==> config.mk <==
export PLATFORM = sky130hd
export DESIGN_NAME = clkgen_regs
export DESIGN_NICKNAME = d
export VERILOG_FILES = /design/src/rtl/clkgen_pkg.sv /design/src/rtl/clkgen_regs.sv
export SDC_FILE = /design/constraint.sdc
export NUM_CORES = 1
export LEC_CHECK = 0
export ABC_AREA = 1
export BUFFER_PORTS_ARGS = -buffer_cell sky130_fd_sc_hd__clkbuf_2
export CORE_ASPECT_RATIO = 1.75
export CORE_UTILIZATION = 44
export CTS_CLUSTER_SIZE = 24
export DETAILED_ROUTE_END_ITERATION = 8
export GPL_TIMING_DRIVEN = 0
export HOLD_SLACK_MARGIN = 0.1
export PLACE_DENSITY = 0.67
export SYNTH_ARGS = -nofsm -noshare
export SYNTH_HDL_FRONTEND = slang
export SYNTH_SLANG_ARGS = --single-unit
export TNS_END_PERCENT = 50
==> constraint.sdc <==
create_clock -name CLK -period 4.65 [get_ports CLK]
set_input_delay 0 -clock CLK [delete_from_list [all_inputs] [get_ports CLK]]
set_output_delay 0 -clock CLK [all_outputs]
set_load 0.05 [all_outputs]
==> src/rtl/clkgen_pkg.sv <==
// Package for the clock generator control block: offsets, field layout,
// reset values and shared types.
// Assumes a 32-bit Avalon-MM byte address and a single system clock.
package clkgen_pkg;

  // ********************************************************************
  // Register byte addresses
  // ********************************************************************
  localparam logic [31:0] ADDR_CONTROL_STATUS = 32'h01b7_c100;
  localparam logic [31:0] ADDR_MULTIPLIER = 32'h01b7_c110;
  localparam logic [31:0] ADDR_PRESCALE = 32'h01b7_c114;
  localparam logic [31:0] ADDR_CORE = 32'h01b7_c118;
  localparam logic [31:0] ADDR_PERIPH = 32'h01b7_c11c;
  localparam logic [31:0] ADDR_MEMIF = 32'h01b7_c120;
  localparam logic [31:0] ADDR_AUX = 32'h01b7_c124;

  // ********************************************************************
  // Field positions
  // ********************************************************************
  localparam int BIT_PATH_SEL = 0;
  localparam int BIT_SLEEP_SEL = 1;
  localparam int BIT_RESET_CTL = 3;
  localparam int BIT_STABLE = 6;
  localparam int BIT_DIV_ENABLE = 15;

  // ********************************************************************
  // Reset values
  // ********************************************************************
  localparam logic RST_PATH_SEL = 1'b0;
  localparam logic RST_SLEEP_SEL = 1'b0;
  localparam logic RST_RESET_CTL = 1'b1;
  localparam logic RST_DIV_ENABLE = 1'b1;
  localparam logic [4:0] RST_MULTIPLY_CODE = 5'h07;
  localparam logic [4:0] RST_PRESCALE_RATIO = 5'h00;
  localparam logic [4:0] RST_CORE_RATIO = 5'h00;
  localparam logic [4:0] RST_PERIPH_RATIO = 5'h01;
  localparam logic [4:0] RST_MEMIF_RATIO = 5'h01;
  localparam logic [4:0] RST_AUX_RATIO = 5'h07;

  // ********************************************************************
  // Counts of cycles
  // ********************************************************************
  // Input clock settle count; value is a plain default.
  localparam logic [11:0] STABLE_CYCLES = 12'h0400;

  // ********************************************************************
  // Types
  // ********************************************************************
  typedef struct packed {
    logic enable;
    logic [4:0] ratio;
  } div_ctl_type;

  typedef struct packed {
    logic path_sel;
    logic sleep_sel;
    logic reset_ctl;
  } pll_ctl_type;

endpackage

==> src/rtl/clkgen_regs.sv <==
// Clock generator control: register file on Avalon-MM and five ratio
// dividers producing one-cycle clock ticks for the system clocks.
// Assumes the analog PLL output arrives asynchronously on PLL_OUT and is
// far slower than CLK, so its rising edges can be counted as ticks.
//
// Our own choice: register access over Avalon-MM.
`timescale 1ns/100ps

// **********************************************************************
// Ratio divider
// **********************************************************************
module clk_ratio_div
  import clkgen_pkg::*;
(
  // Clock and reset.
  input wire logic clk,
  input wire logic srst,
  // Control and ticks.
  input wire logic in_tick,
  input div_ctl_type ctl,
  output logic out_tick
);

  typedef struct packed {
    logic [4:0] cnt;
    logic tick;
  } div_state_type;

  div_state_type st_r;
  div_state_type st_nxt;

  // Counts input ticks and emits one output tick per ratio plus one.
  always_comb
  begin
    st_nxt = st_r;
    st_nxt.tick = 1'b0;
    if (!ctl.enable)
    begin
      st_nxt.cnt = 5'h00;
    end
    else if (in_tick)
    begin
      // A lowered ratio must not strand the count above it, hence >=.
      if (st_r.cnt >= ctl.ratio)
      begin
        st_nxt.cnt = 5'h00;
        st_nxt.tick = 1'b1;
      end
      else
      begin
        st_nxt.cnt = st_r.cnt + 5'h01;
      end
    end
  end

  // State register.
  always_ff @(posedge clk)
  begin
    if (srst)
    begin
      st_r <= '0;
    end
    else
    begin
      st_r <= st_nxt;
    end
  end

  assign out_tick = st_r.tick;

endmodule

// **********************************************************************
// Top level
// **********************************************************************
module clkgen_regs
  import clkgen_pkg::*;
(
  // Clock and reset.
  input wire logic CLK,
  input wire logic SRST,
  // Avalon-MM slave.
  input wire logic [31:0] AVS_ADDRESS,
  input wire logic AVS_READ,
  input wire logic AVS_WRITE,
  input wire logic [31:0] AVS_WRITEDATA,
  input wire logic [3:0] AVS_BYTEENABLE,
  output logic [31:0] AVS_READDATA,
  output logic AVS_WAITREQUEST,
  // Analog PLL macro.
  input wire logic PLL_OUT,
  output logic PLL_RESET,
  output logic PLL_SLEEP,
  output logic [4:0] PLL_MULTIPLY_CODE,
  output logic PLL_REF_TICK,
  // Divided clock ticks.
  output logic CORE_CLOCK_TICK,
  output logic PERIPH_BUS_CLOCK_TICK,
  output logic MEMIF_CLOCK_TICK,
  output logic AUX_CLOCK_OUT_TICK
);

  typedef struct packed {
    pll_ctl_type pll;
    logic [4:0] multiply_code;
    div_ctl_type prescale;
    div_ctl_type core;
    div_ctl_type periph;
    div_ctl_type memif;
    div_ctl_type aux;
    logic [11:0] stable_cnt;
    logic stable;
    logic ack;
    logic [31:0] rdata;
    logic [2:0] pll_sync;
  } top_state_type;

  top_state_type st_r;
  top_state_type st_nxt;
  logic pll_edge;
  logic sys_ref_tick;
  logic wr_take;

  // A write lands only at the edge where waitrequest is seen low.
  assign wr_take = AVS_WRITE & st_r.ack;
  assign pll_edge = st_r.pll_sync[1] & ~st_r.pll_sync[2];

  // Bypass feeds every CLK cycle straight to the post-scalers.
  assign sys_ref_tick = st_r.pll.path_sel ? pll_edge : 1'b1;

  // Merges a write into a divider control, honouring byte enables.
  function automatic div_ctl_type div_write(input div_ctl_type old, input logic [31:0] d,
                                            input logic [3:0] be);
    div_ctl_type res;
    res = old;
    if (be[0])
    begin
      res.ratio = d[4:0];
    end
    if (be[1])
    begin
      res.enable = d[BIT_DIV_ENABLE];
    end
    return res;
  endfunction

  // Builds the read image of a divider control; reserved bits are zero.
  function automatic logic [31:0] div_read(input div_ctl_type c);
    logic [31:0] res;
    res = 32'h0000_0000;
    res[BIT_DIV_ENABLE] = c.enable;
    res[4:0] = c.ratio;
    return res;
  endfunction

  // Bus handshake, register writes, read mux, settle counter, sync.
  always_comb
  begin
    st_nxt = st_r;
    st_nxt.pll_sync = {st_r.pll_sync[1:0], PLL_OUT};
    st_nxt.ack = (AVS_READ | AVS_WRITE) & ~st_r.ack;
    if (!st_r.stable)
    begin
      if (st_r.stable_cnt == STABLE_CYCLES)
      begin
        st_nxt.stable = 1'b1;
      end
      else
      begin
        st_nxt.stable_cnt = st_r.stable_cnt + 12'h001;
      end
    end
    if (AVS_READ & ~st_r.ack)
    begin
      case (AVS_ADDRESS)
        ADDR_CONTROL_STATUS:
        begin
          st_nxt.rdata = 32'h0000_0000;
          st_nxt.rdata[BIT_STABLE] = st_r.stable;
          st_nxt.rdata[BIT_RESET_CTL] = st_r.pll.reset_ctl;
          st_nxt.rdata[BIT_SLEEP_SEL] = st_r.pll.sleep_sel;
          st_nxt.rdata[BIT_PATH_SEL] = st_r.pll.path_sel;
        end
        ADDR_MULTIPLIER: st_nxt.rdata = {27'h000_0000, st_r.multiply_code};
        ADDR_PRESCALE: st_nxt.rdata = div_read(st_r.prescale);
        ADDR_CORE: st_nxt.rdata = div_read(st_r.core);
        ADDR_PERIPH: st_nxt.rdata = div_read(st_r.periph);
        ADDR_MEMIF: st_nxt.rdata = div_read(st_r.memif);
        ADDR_AUX: st_nxt.rdata = div_read(st_r.aux);
        default: st_nxt.rdata = 32'h0000_0000;
      endcase
    end
    if (wr_take)
    begin
      case (AVS_ADDRESS)
        ADDR_CONTROL_STATUS:
        begin
          // Bit 2 is dropped here, so a stray one written there is harmless.
          if (AVS_BYTEENABLE[0])
          begin
            st_nxt.pll.reset_ctl = AVS_WRITEDATA[BIT_RESET_CTL];
            st_nxt.pll.sleep_sel = AVS_WRITEDATA[BIT_SLEEP_SEL];
            st_nxt.pll.path_sel = AVS_WRITEDATA[BIT_PATH_SEL];
          end
        end
        ADDR_MULTIPLIER:
        begin
          if (AVS_BYTEENABLE[0])
          begin
            st_nxt.multiply_code = AVS_WRITEDATA[4:0];
          end
        end
        ADDR_PRESCALE: st_nxt.prescale = div_write(st_r.prescale, AVS_WRITEDATA, AVS_BYTEENABLE);
        ADDR_CORE: st_nxt.core = div_write(st_r.core, AVS_WRITEDATA, AVS_BYTEENABLE);
        ADDR_PERIPH: st_nxt.periph = div_write(st_r.periph, AVS_WRITEDATA, AVS_BYTEENABLE);
        ADDR_MEMIF: st_nxt.memif = div_write(st_r.memif, AVS_WRITEDATA, AVS_BYTEENABLE);
        ADDR_AUX: st_nxt.aux = div_write(st_r.aux, AVS_WRITEDATA, AVS_BYTEENABLE);
        default: st_nxt.ack = 1'b0;
      endcase
    end
  end

  // State register with documented reset values.
  always_ff @(posedge CLK)
  begin
    if (SRST)
    begin
      st_r <= '0;
      st_r.pll.reset_ctl <= RST_RESET_CTL;
      st_r.pll.sleep_sel <= RST_SLEEP_SEL;
      st_r.pll.path_sel <= RST_PATH_SEL;
      st_r.multiply_code <= RST_MULTIPLY_CODE;
      st_r.prescale <= '{RST_DIV_ENABLE, RST_PRESCALE_RATIO};
      st_r.core <= '{RST_DIV_ENABLE, RST_CORE_RATIO};
      st_r.periph <= '{RST_DIV_ENABLE, RST_PERIPH_RATIO};
      st_r.memif <= '{RST_DIV_ENABLE, RST_MEMIF_RATIO};
      st_r.aux <= '{RST_DIV_ENABLE, RST_AUX_RATIO};
    end
    else
    begin
      st_r <= st_nxt;
    end
  end

  // Prescaler ahead of the PLL reference input; idle while bypassed.
  clk_ratio_div u_prescale (
    .clk(CLK),
    .srst(SRST),
    .in_tick(st_r.pll.path_sel),
    .ctl(st_r.prescale),
    .out_tick(PLL_REF_TICK)
  );

  // Core clock post-scaler.
  clk_ratio_div u_core (
    .clk(CLK),
    .srst(SRST),
    .in_tick(sys_ref_tick),
    .ctl(st_r.core),
    .out_tick(CORE_CLOCK_TICK)
  );

  // Peripheral bus clock post-scaler.
  clk_ratio_div u_periph (
    .clk(CLK),
    .srst(SRST),
    .in_tick(sys_ref_tick),
    .ctl(st_r.periph),
    .out_tick(PERIPH_BUS_CLOCK_TICK)
  );

  // Memory interface clock post-scaler.
  clk_ratio_div u_memif (
    .clk(CLK),
    .srst(SRST),
    .in_tick(sys_ref_tick),
    .ctl(st_r.memif),
    .out_tick(MEMIF_CLOCK_TICK)
  );

  // Aux divider always runs from the input clock, never the PLL.
  clk_ratio_div u_aux (
    .clk(CLK),
    .srst(SRST),
    .in_tick(1'b1),
    .ctl(st_r.aux),
    .out_tick(AUX_CLOCK_OUT_TICK)
  );

  // Outputs; waitrequest is combinational so the answer takes one wait cycle.
  assign AVS_WAITREQUEST = (AVS_READ | AVS_WRITE) & ~st_r.ack;
  assign AVS_READDATA = st_r.rdata;
  assign PLL_RESET = st_r.pll.reset_ctl;
  assign PLL_SLEEP = st_r.pll.sleep_sel;
  assign PLL_MULTIPLY_CODE = st_r.multiply_code;

endmodule

Word-level counts from Yosys, hierarchy flattened. Cells that the tools add are included.

Add/subtract/negate cells: 6. Order comparisons: 5. Equality and inequality tests: 8. Multiplexer cells: 15. Bitwise logic cells: 16. Reductions and logical operators: 24.

Operators by type and width (count): $eq 32x25->1 const B (7); $pmux 16 s7 (1); $reduce_and 3->1 (12); $add 5x1->5 const B (5); $ge 5x5->1 (5); $mux 5 (4); $reduce_or 3->1 (5); $add 12x1->12 const B (1); $eq 12x11->1 const B (1); $not 1->1 (11); $mux 1 (10); $reduce_or 2->1 (5); $reduce_or 7->1 (1); $and 1x1->1 (4); $reduce_and 2->1 (1); $or 1x1->1 (1).

Register bits: 117. Input port bits: 73. Output and inout bits: 45. Word-level logic and storage cells: 103.

Logic depth before layout (Yosys ltp).
Depth after elaboration: 5. Mapped depth: 12. Gate-level depth less buffers: 12.

Cells and area by module. A second synthesis with hierarchy kept.

Cell total of the unflattened synthesis: 737. Area, all modules: 5398.9 sq um.

By module, submodules not included: clkgen_regs (times used 1, cells each 487, area each 3440.8 sq um, seq. area each 1241.2 sq um); clk_ratio_div (times used 5, cells each 50, area each 391.6 sq um, seq. area each 120.1 sq um).

Worst setup path after synthesis. Ideal clock, no wire load.

Path type: register to register. Start: register u_prescale.st_r[1] in the netlist's numbering. End: register u_prescale.st_r[1] in the netlist's numbering. Setup time: 65 ps. Arrival time: 1496 ps. Required time: 4585 ps. Setup slack: 3089 ps. Cell stages (with the launch flop): 12. Buffers on the path: 0. Period minus slack after synthesis: 1561 ps. Cells stage by stage: dfxtp_1 -> inv_1 -> ha_1 -> o21ai_0 -> nand2_1 -> nand2_1 -> nand2_1 -> a21oi_1 -> nor2_1 -> o21ai_0 -> nand2_1 -> nor2_1.

Word-level cells in the longest chain between the ends: 2. Elaborated cells on any way between the ends: 3. Classes of those cells: add/sub (1); order compare (1); mux (1).

RTL lines: start, declared (RTL line clkgen_regs.sv:29) `div_state_type st_r;`; start signal, assigned (RTL line clkgen_regs.sv:65) `st_r <= st_nxt;`; $add 5x1->5 / $ge 5x5->1 (equally long branches) (RTL line clkgen_regs.sv:51, clkgen_regs.sv:44); $mux 5 * (RTL line clkgen_regs.sv:44) `if (st_r.cnt >= ctl.ratio)`.

Every way passes the cells marked *; elsewhere a longest branch is shown, timed or not. A chain may end at the register's enable or synchronous reset.

Worst setup path after layout.
Start: register u_memif.st_r[1] in the netlist's numbering. End: register u_memif.st_r[2] in the netlist's numbering.

Word-level cells in the longest chain between the ends: 2. Elaborated cells on any way between the ends: 3. Classes of those cells: add/sub (1); order compare (1); mux (1).

RTL lines (RTL line): start, declared (clkgen_regs.sv:29); start signal, assigned (clkgen_regs.sv:65); $add 5x1->5 / $ge 5x5->1 (equally long branches) (clkgen_regs.sv:51, clkgen_regs.sv:44); $mux 5 * (clkgen_regs.sv:44).

Marked as above.

==> impl_summary.txt <==
----------------------------------------------------
[Clocking]
  Worst-path clk slew ... 60 ps
  Count of hold-fix buffers inserted at cts ... 9
  Clock buffers created by TritonCTS ... 9
  Post-CTS setup buffer count ... 0
  Post-CTS Resized ... 0
  Clock tree from TritonCTS ... done
  Clock Sinks ... 92
  Number of H-tree levels ... 3
  Maximum count of clock buffers along a single path ... 2
  Cell at the root of the clock tree ... clkbuf_16
  Clock insertion delay at the later pin of the skew report ... 340 ps

[STA]
  Period Utilization, post-route ... 0.402
  Fin crit period ... 1870 ps
  Min setup slack post-route ... 2780 ps
  Final worst clock skew ... 4.93 ps
  Final hold violations ... 0
  Upper clock frequency limit ... 535 MHz
  Transition at the pin with the smallest max-transition slack ... 884 ps
  Relative max-transition margin ... 0.411
  Number of failing setup endpoints in the final timing report ... 0
  Worst-case hold slack ... 102 ps
  Post-route setup TNS ... 0 ps
  RSZ-0062 raised after global routing ... no
  Slew Viols, Final ... 0

[Critical path]
  Worst Path Class, Setup ... reg2reg
  Worst Path Required ... 4930 ps
  Crit Path Max Fanout ... 5
  Sort of element at the start of the critical path ... flip-flop
  Stage delay of the slowest cell on the critical path ... 400 ps
  Worst-path cell chain ... inv_1 > ha_1 > o21ai_0 > nand2_1 > nand2_1 > nand2_1 > a21oi_1 > nor2_1 > o21ai_0 > nand2_1 > nor2_1
  Most common cell on crit path ... nand2_1
  Arr. time, crit path ... 2150 ps
  CP endpoint kind ... flip-flop
  Slowest cell on crit path ... dfxtp_1

[Global routing]
  Global-route track usage on met1 ... 0.228
  Routing layer with the top usage in global route ... met2
  Vias in the first global route ... 4,372
  First-pass GRT wire length ... 20,200 microns
  Pin count of the biggest net entering global routing ... 15
  Global routing usage on met2 ... 0.377
  Fraction of met3 tracks used by global routing ... 0.0309
  Overall routing resource usage ... 0.208
  Antenna violations before repair ... 0
  Remaining Overflow, GRT ... 0

[Yosys]
  Top cell type by total area after synthesis ... dfxtp_1
  Area share of the largest cell type after synthesis ... 0.348
  Post-Syn Instances ... 721
  Top area cells in the synthesized netlist ... dfxtp_1, nand2_1, ha_1
  Flip-flop and latch count after synthesis ... 92
  Post-synthesis sequential area ratio ... 0.348
  Post-synthesis instance area ... 0.00529 sq mm
  Number of warnings reported in the yosys synthesis log ... 0
  Mean Syn Cell Area ... 7.34 sq um
  Distinct cells, synth ... 37

[Status]
  Outcome ... finished with violations
  Violated checks ... DRC

[Final layout]
  Finished Layout Cells ... 968
  Layout fillers ... 1,174
  Combined area of the multi-input logic cells ... 0.00277 sq mm
  Antenna Cells ... 0
  Non-Filler Cell Area, Final ... 0.00627 sq mm
  Register area ... 0.00184 sq mm
  Share of layout cells above drive strength 1 ... 0.205
  Number of nets in the finished design ... 933
  Post-synthesis to final-layout area growth ... 18.4%

[Routing]
  Total DRC errors in the routed layout ... 6
  Via density ... 4.78
  First-pass detailed-route iteration total ... 7
  Routed wire length ... 12,200 microns
  Number of DRC markers after the initial detailed-route iteration ... 235
  Via count ... 4,625
  Mean routed wirelength per cell ... 12.6 microns
  Post-route ant nets ... 0

[Min path]
  Worst hold-check path type ... in2reg

[Floorplan]
  Placeable core area ... 0.0116 sq mm
  Die area ... 0.0125 sq mm
  Die boundary width ... 84.9 microns
  IO Count ... 118
  Number of rows in the core area ... 52
  Die Span Y ... 147 microns
  Initial core utilization ... 0.454

[Place]
  Total half-perimeter wirelength after legalization and detailed placement ... 9480 microns
  Count of placed standard cells including taps ... 943
  Global placer's final weighted congestion ... 0.912
  Placement Setup Slack ... 2850 ps
  Input/output buffers ... 63
  Placed cell areas ... 0.00587 sq mm

[Power]
  Static power due to leakage ... 0.00306 uW
  Power per Cell Area ... 314 mW/mm^2
  Max IR drop VDD ... 197 uV

[Flow run]
  Total of max-cap violations ... 0

----------------------------------------------------
[state kept, by name (all words and copies together) (netlist names), 2 cells and up]
name,count
u_aux.st_r,5
u_periph.st_r,5
u_prescale.st_r,5
u_memif.st_r,5
st_r,46
st_nxt,2
PLL_MULTIPLY_CODE,5
AVS_READDATA,7
u_core.st_r,5
[synthesized netlist by cell type]
master and count:
o211ai_1 5, nand2_1 135, o21ai_0 24, a21oi_1 30
nor4_1 2, nand3_2 2, nand4_1 10, buf_2 7
o21bai_1 1, a21oi_2 1, nor2_1 84, and3_1 1
dfxtp_1 92, mux2i_1 1, nor2_4 7, nor3b_1 1
ha_1 32, a211oi_2 18, o21ai_1 4, nor3_1 8
o21ai_2 1, clkbuf_1 5, nor2_2 4, nand3_1 57
inv_1 104, xor2_1 21, a21boi_0 1, nand2_2 4
buf_1 2, buf_4 37, buf_6 1, nor2_8 1
conb_1 1, inv_2 7, xnor2_1 4, nand2_4 5
clkinv_1 1
[logic make-up (layout without fill, tap and decap cells)]
group / count (synthesis) / count (layout) / synth area share
DFF: 92 / 92 / 0.348
muxes: 1 / 1 / 0.00189
AOI/OAI and AO/OA: 85 / 85 / 0.111
adders and majority gates: 32 / 32 / 0.0756
and+or+nand+nor: 321 / 321 / 0.276
other: 1 / 25 / 0.000709
xor gates and xnor gates: 25 / 25 / 0.0414
buffers and inverters: 164 / 252 / 0.146
[per-layer routing]
layer	up-vias	share of wire
met2	114	0.51
met1	2034	0.41
met4	0	0.041
li1	2444	-
met3	33	0.037
met5	-	0
[through the flow]
stage | util | power, uW
2_1_floorplan | - | 1120
3_3_place_gp | 0.504 | 1200
3_5_place_dp | 0.504 | 1210
4_1_cts | 0.538 | 1990
5_1_grt | 0.538 | 2060
6_report | 0.538 | 1970
[critical path, delay by kind of cell, from the launching register on]
kind | cells | cell delay [ps]
adder cells (fa/ha/maj) | 1 | 260
buffers and inverters | 1 | 70
flip-flops | 1 | 400
AND/OR/NAND/NOR | 6 | 540
AO/OA/AOI/OAI | 3 | 540
[layout make-up]
class,count,area share
clock inverter,4,0.0118
multi-input combinational,489,0.442
buffer,52,0.0559
clock buffer,12,0.0377
inverter,112,0.0671
timing repair buffer,72,0.0647
sequential,92,0.294
tap,135,0.0270
[final timing paths]
check	from	endpoint	slack [ps]	depth (start not counted)
worst min register to register	st_nxt[1]	st_nxt[2]	400	2
worst min-delay path	AVS_BYTEENABLE[0]	st_r[50]	100	4
worst max register to register	u_memif.st_r[1]	u_memif.st_r[2]	2780	11
worst max-delay path	u_memif.st_r[1]	u_memif.st_r[2]	2780	11
[power by group]
part	total [uW]	switching, uW	internal [uW]
clock	774	303	472
sequential	848	27.2	821
combinational	346	231	115
total	1970	560	1410
[placed cells by master (no fill, tap or decap), types with 5 or more instances in the layout]
cell type / Yosys / final
a211oi_2: 18 / 18
a21oi_1: 30 / 30
buf_2: 7 / 7
buf_4: 37 / 37
clkbuf_1: 5 / 8
clkbuf_16: 0 / 9
clkbuf_2: 0 / 63
conb_1: 1 / 25
dfxtp_1: 92 / 92
dlygate4sd3_1: 0 / 9
ha_1: 32 / 32
inv_1: 104 / 104
inv_2: 7 / 7
nand2_1: 135 / 135
nand2_4: 5 / 5
nand3_1: 57 / 57
nand4_1: 10 / 10
nor2_1: 84 / 84
nor2_4: 7 / 7
nor3_1: 8 / 8
o211ai_1: 5 / 5
o21ai_0: 24 / 24
xor2_1: 21 / 21
No activity file was read; power rests on OpenSTA's default activity.
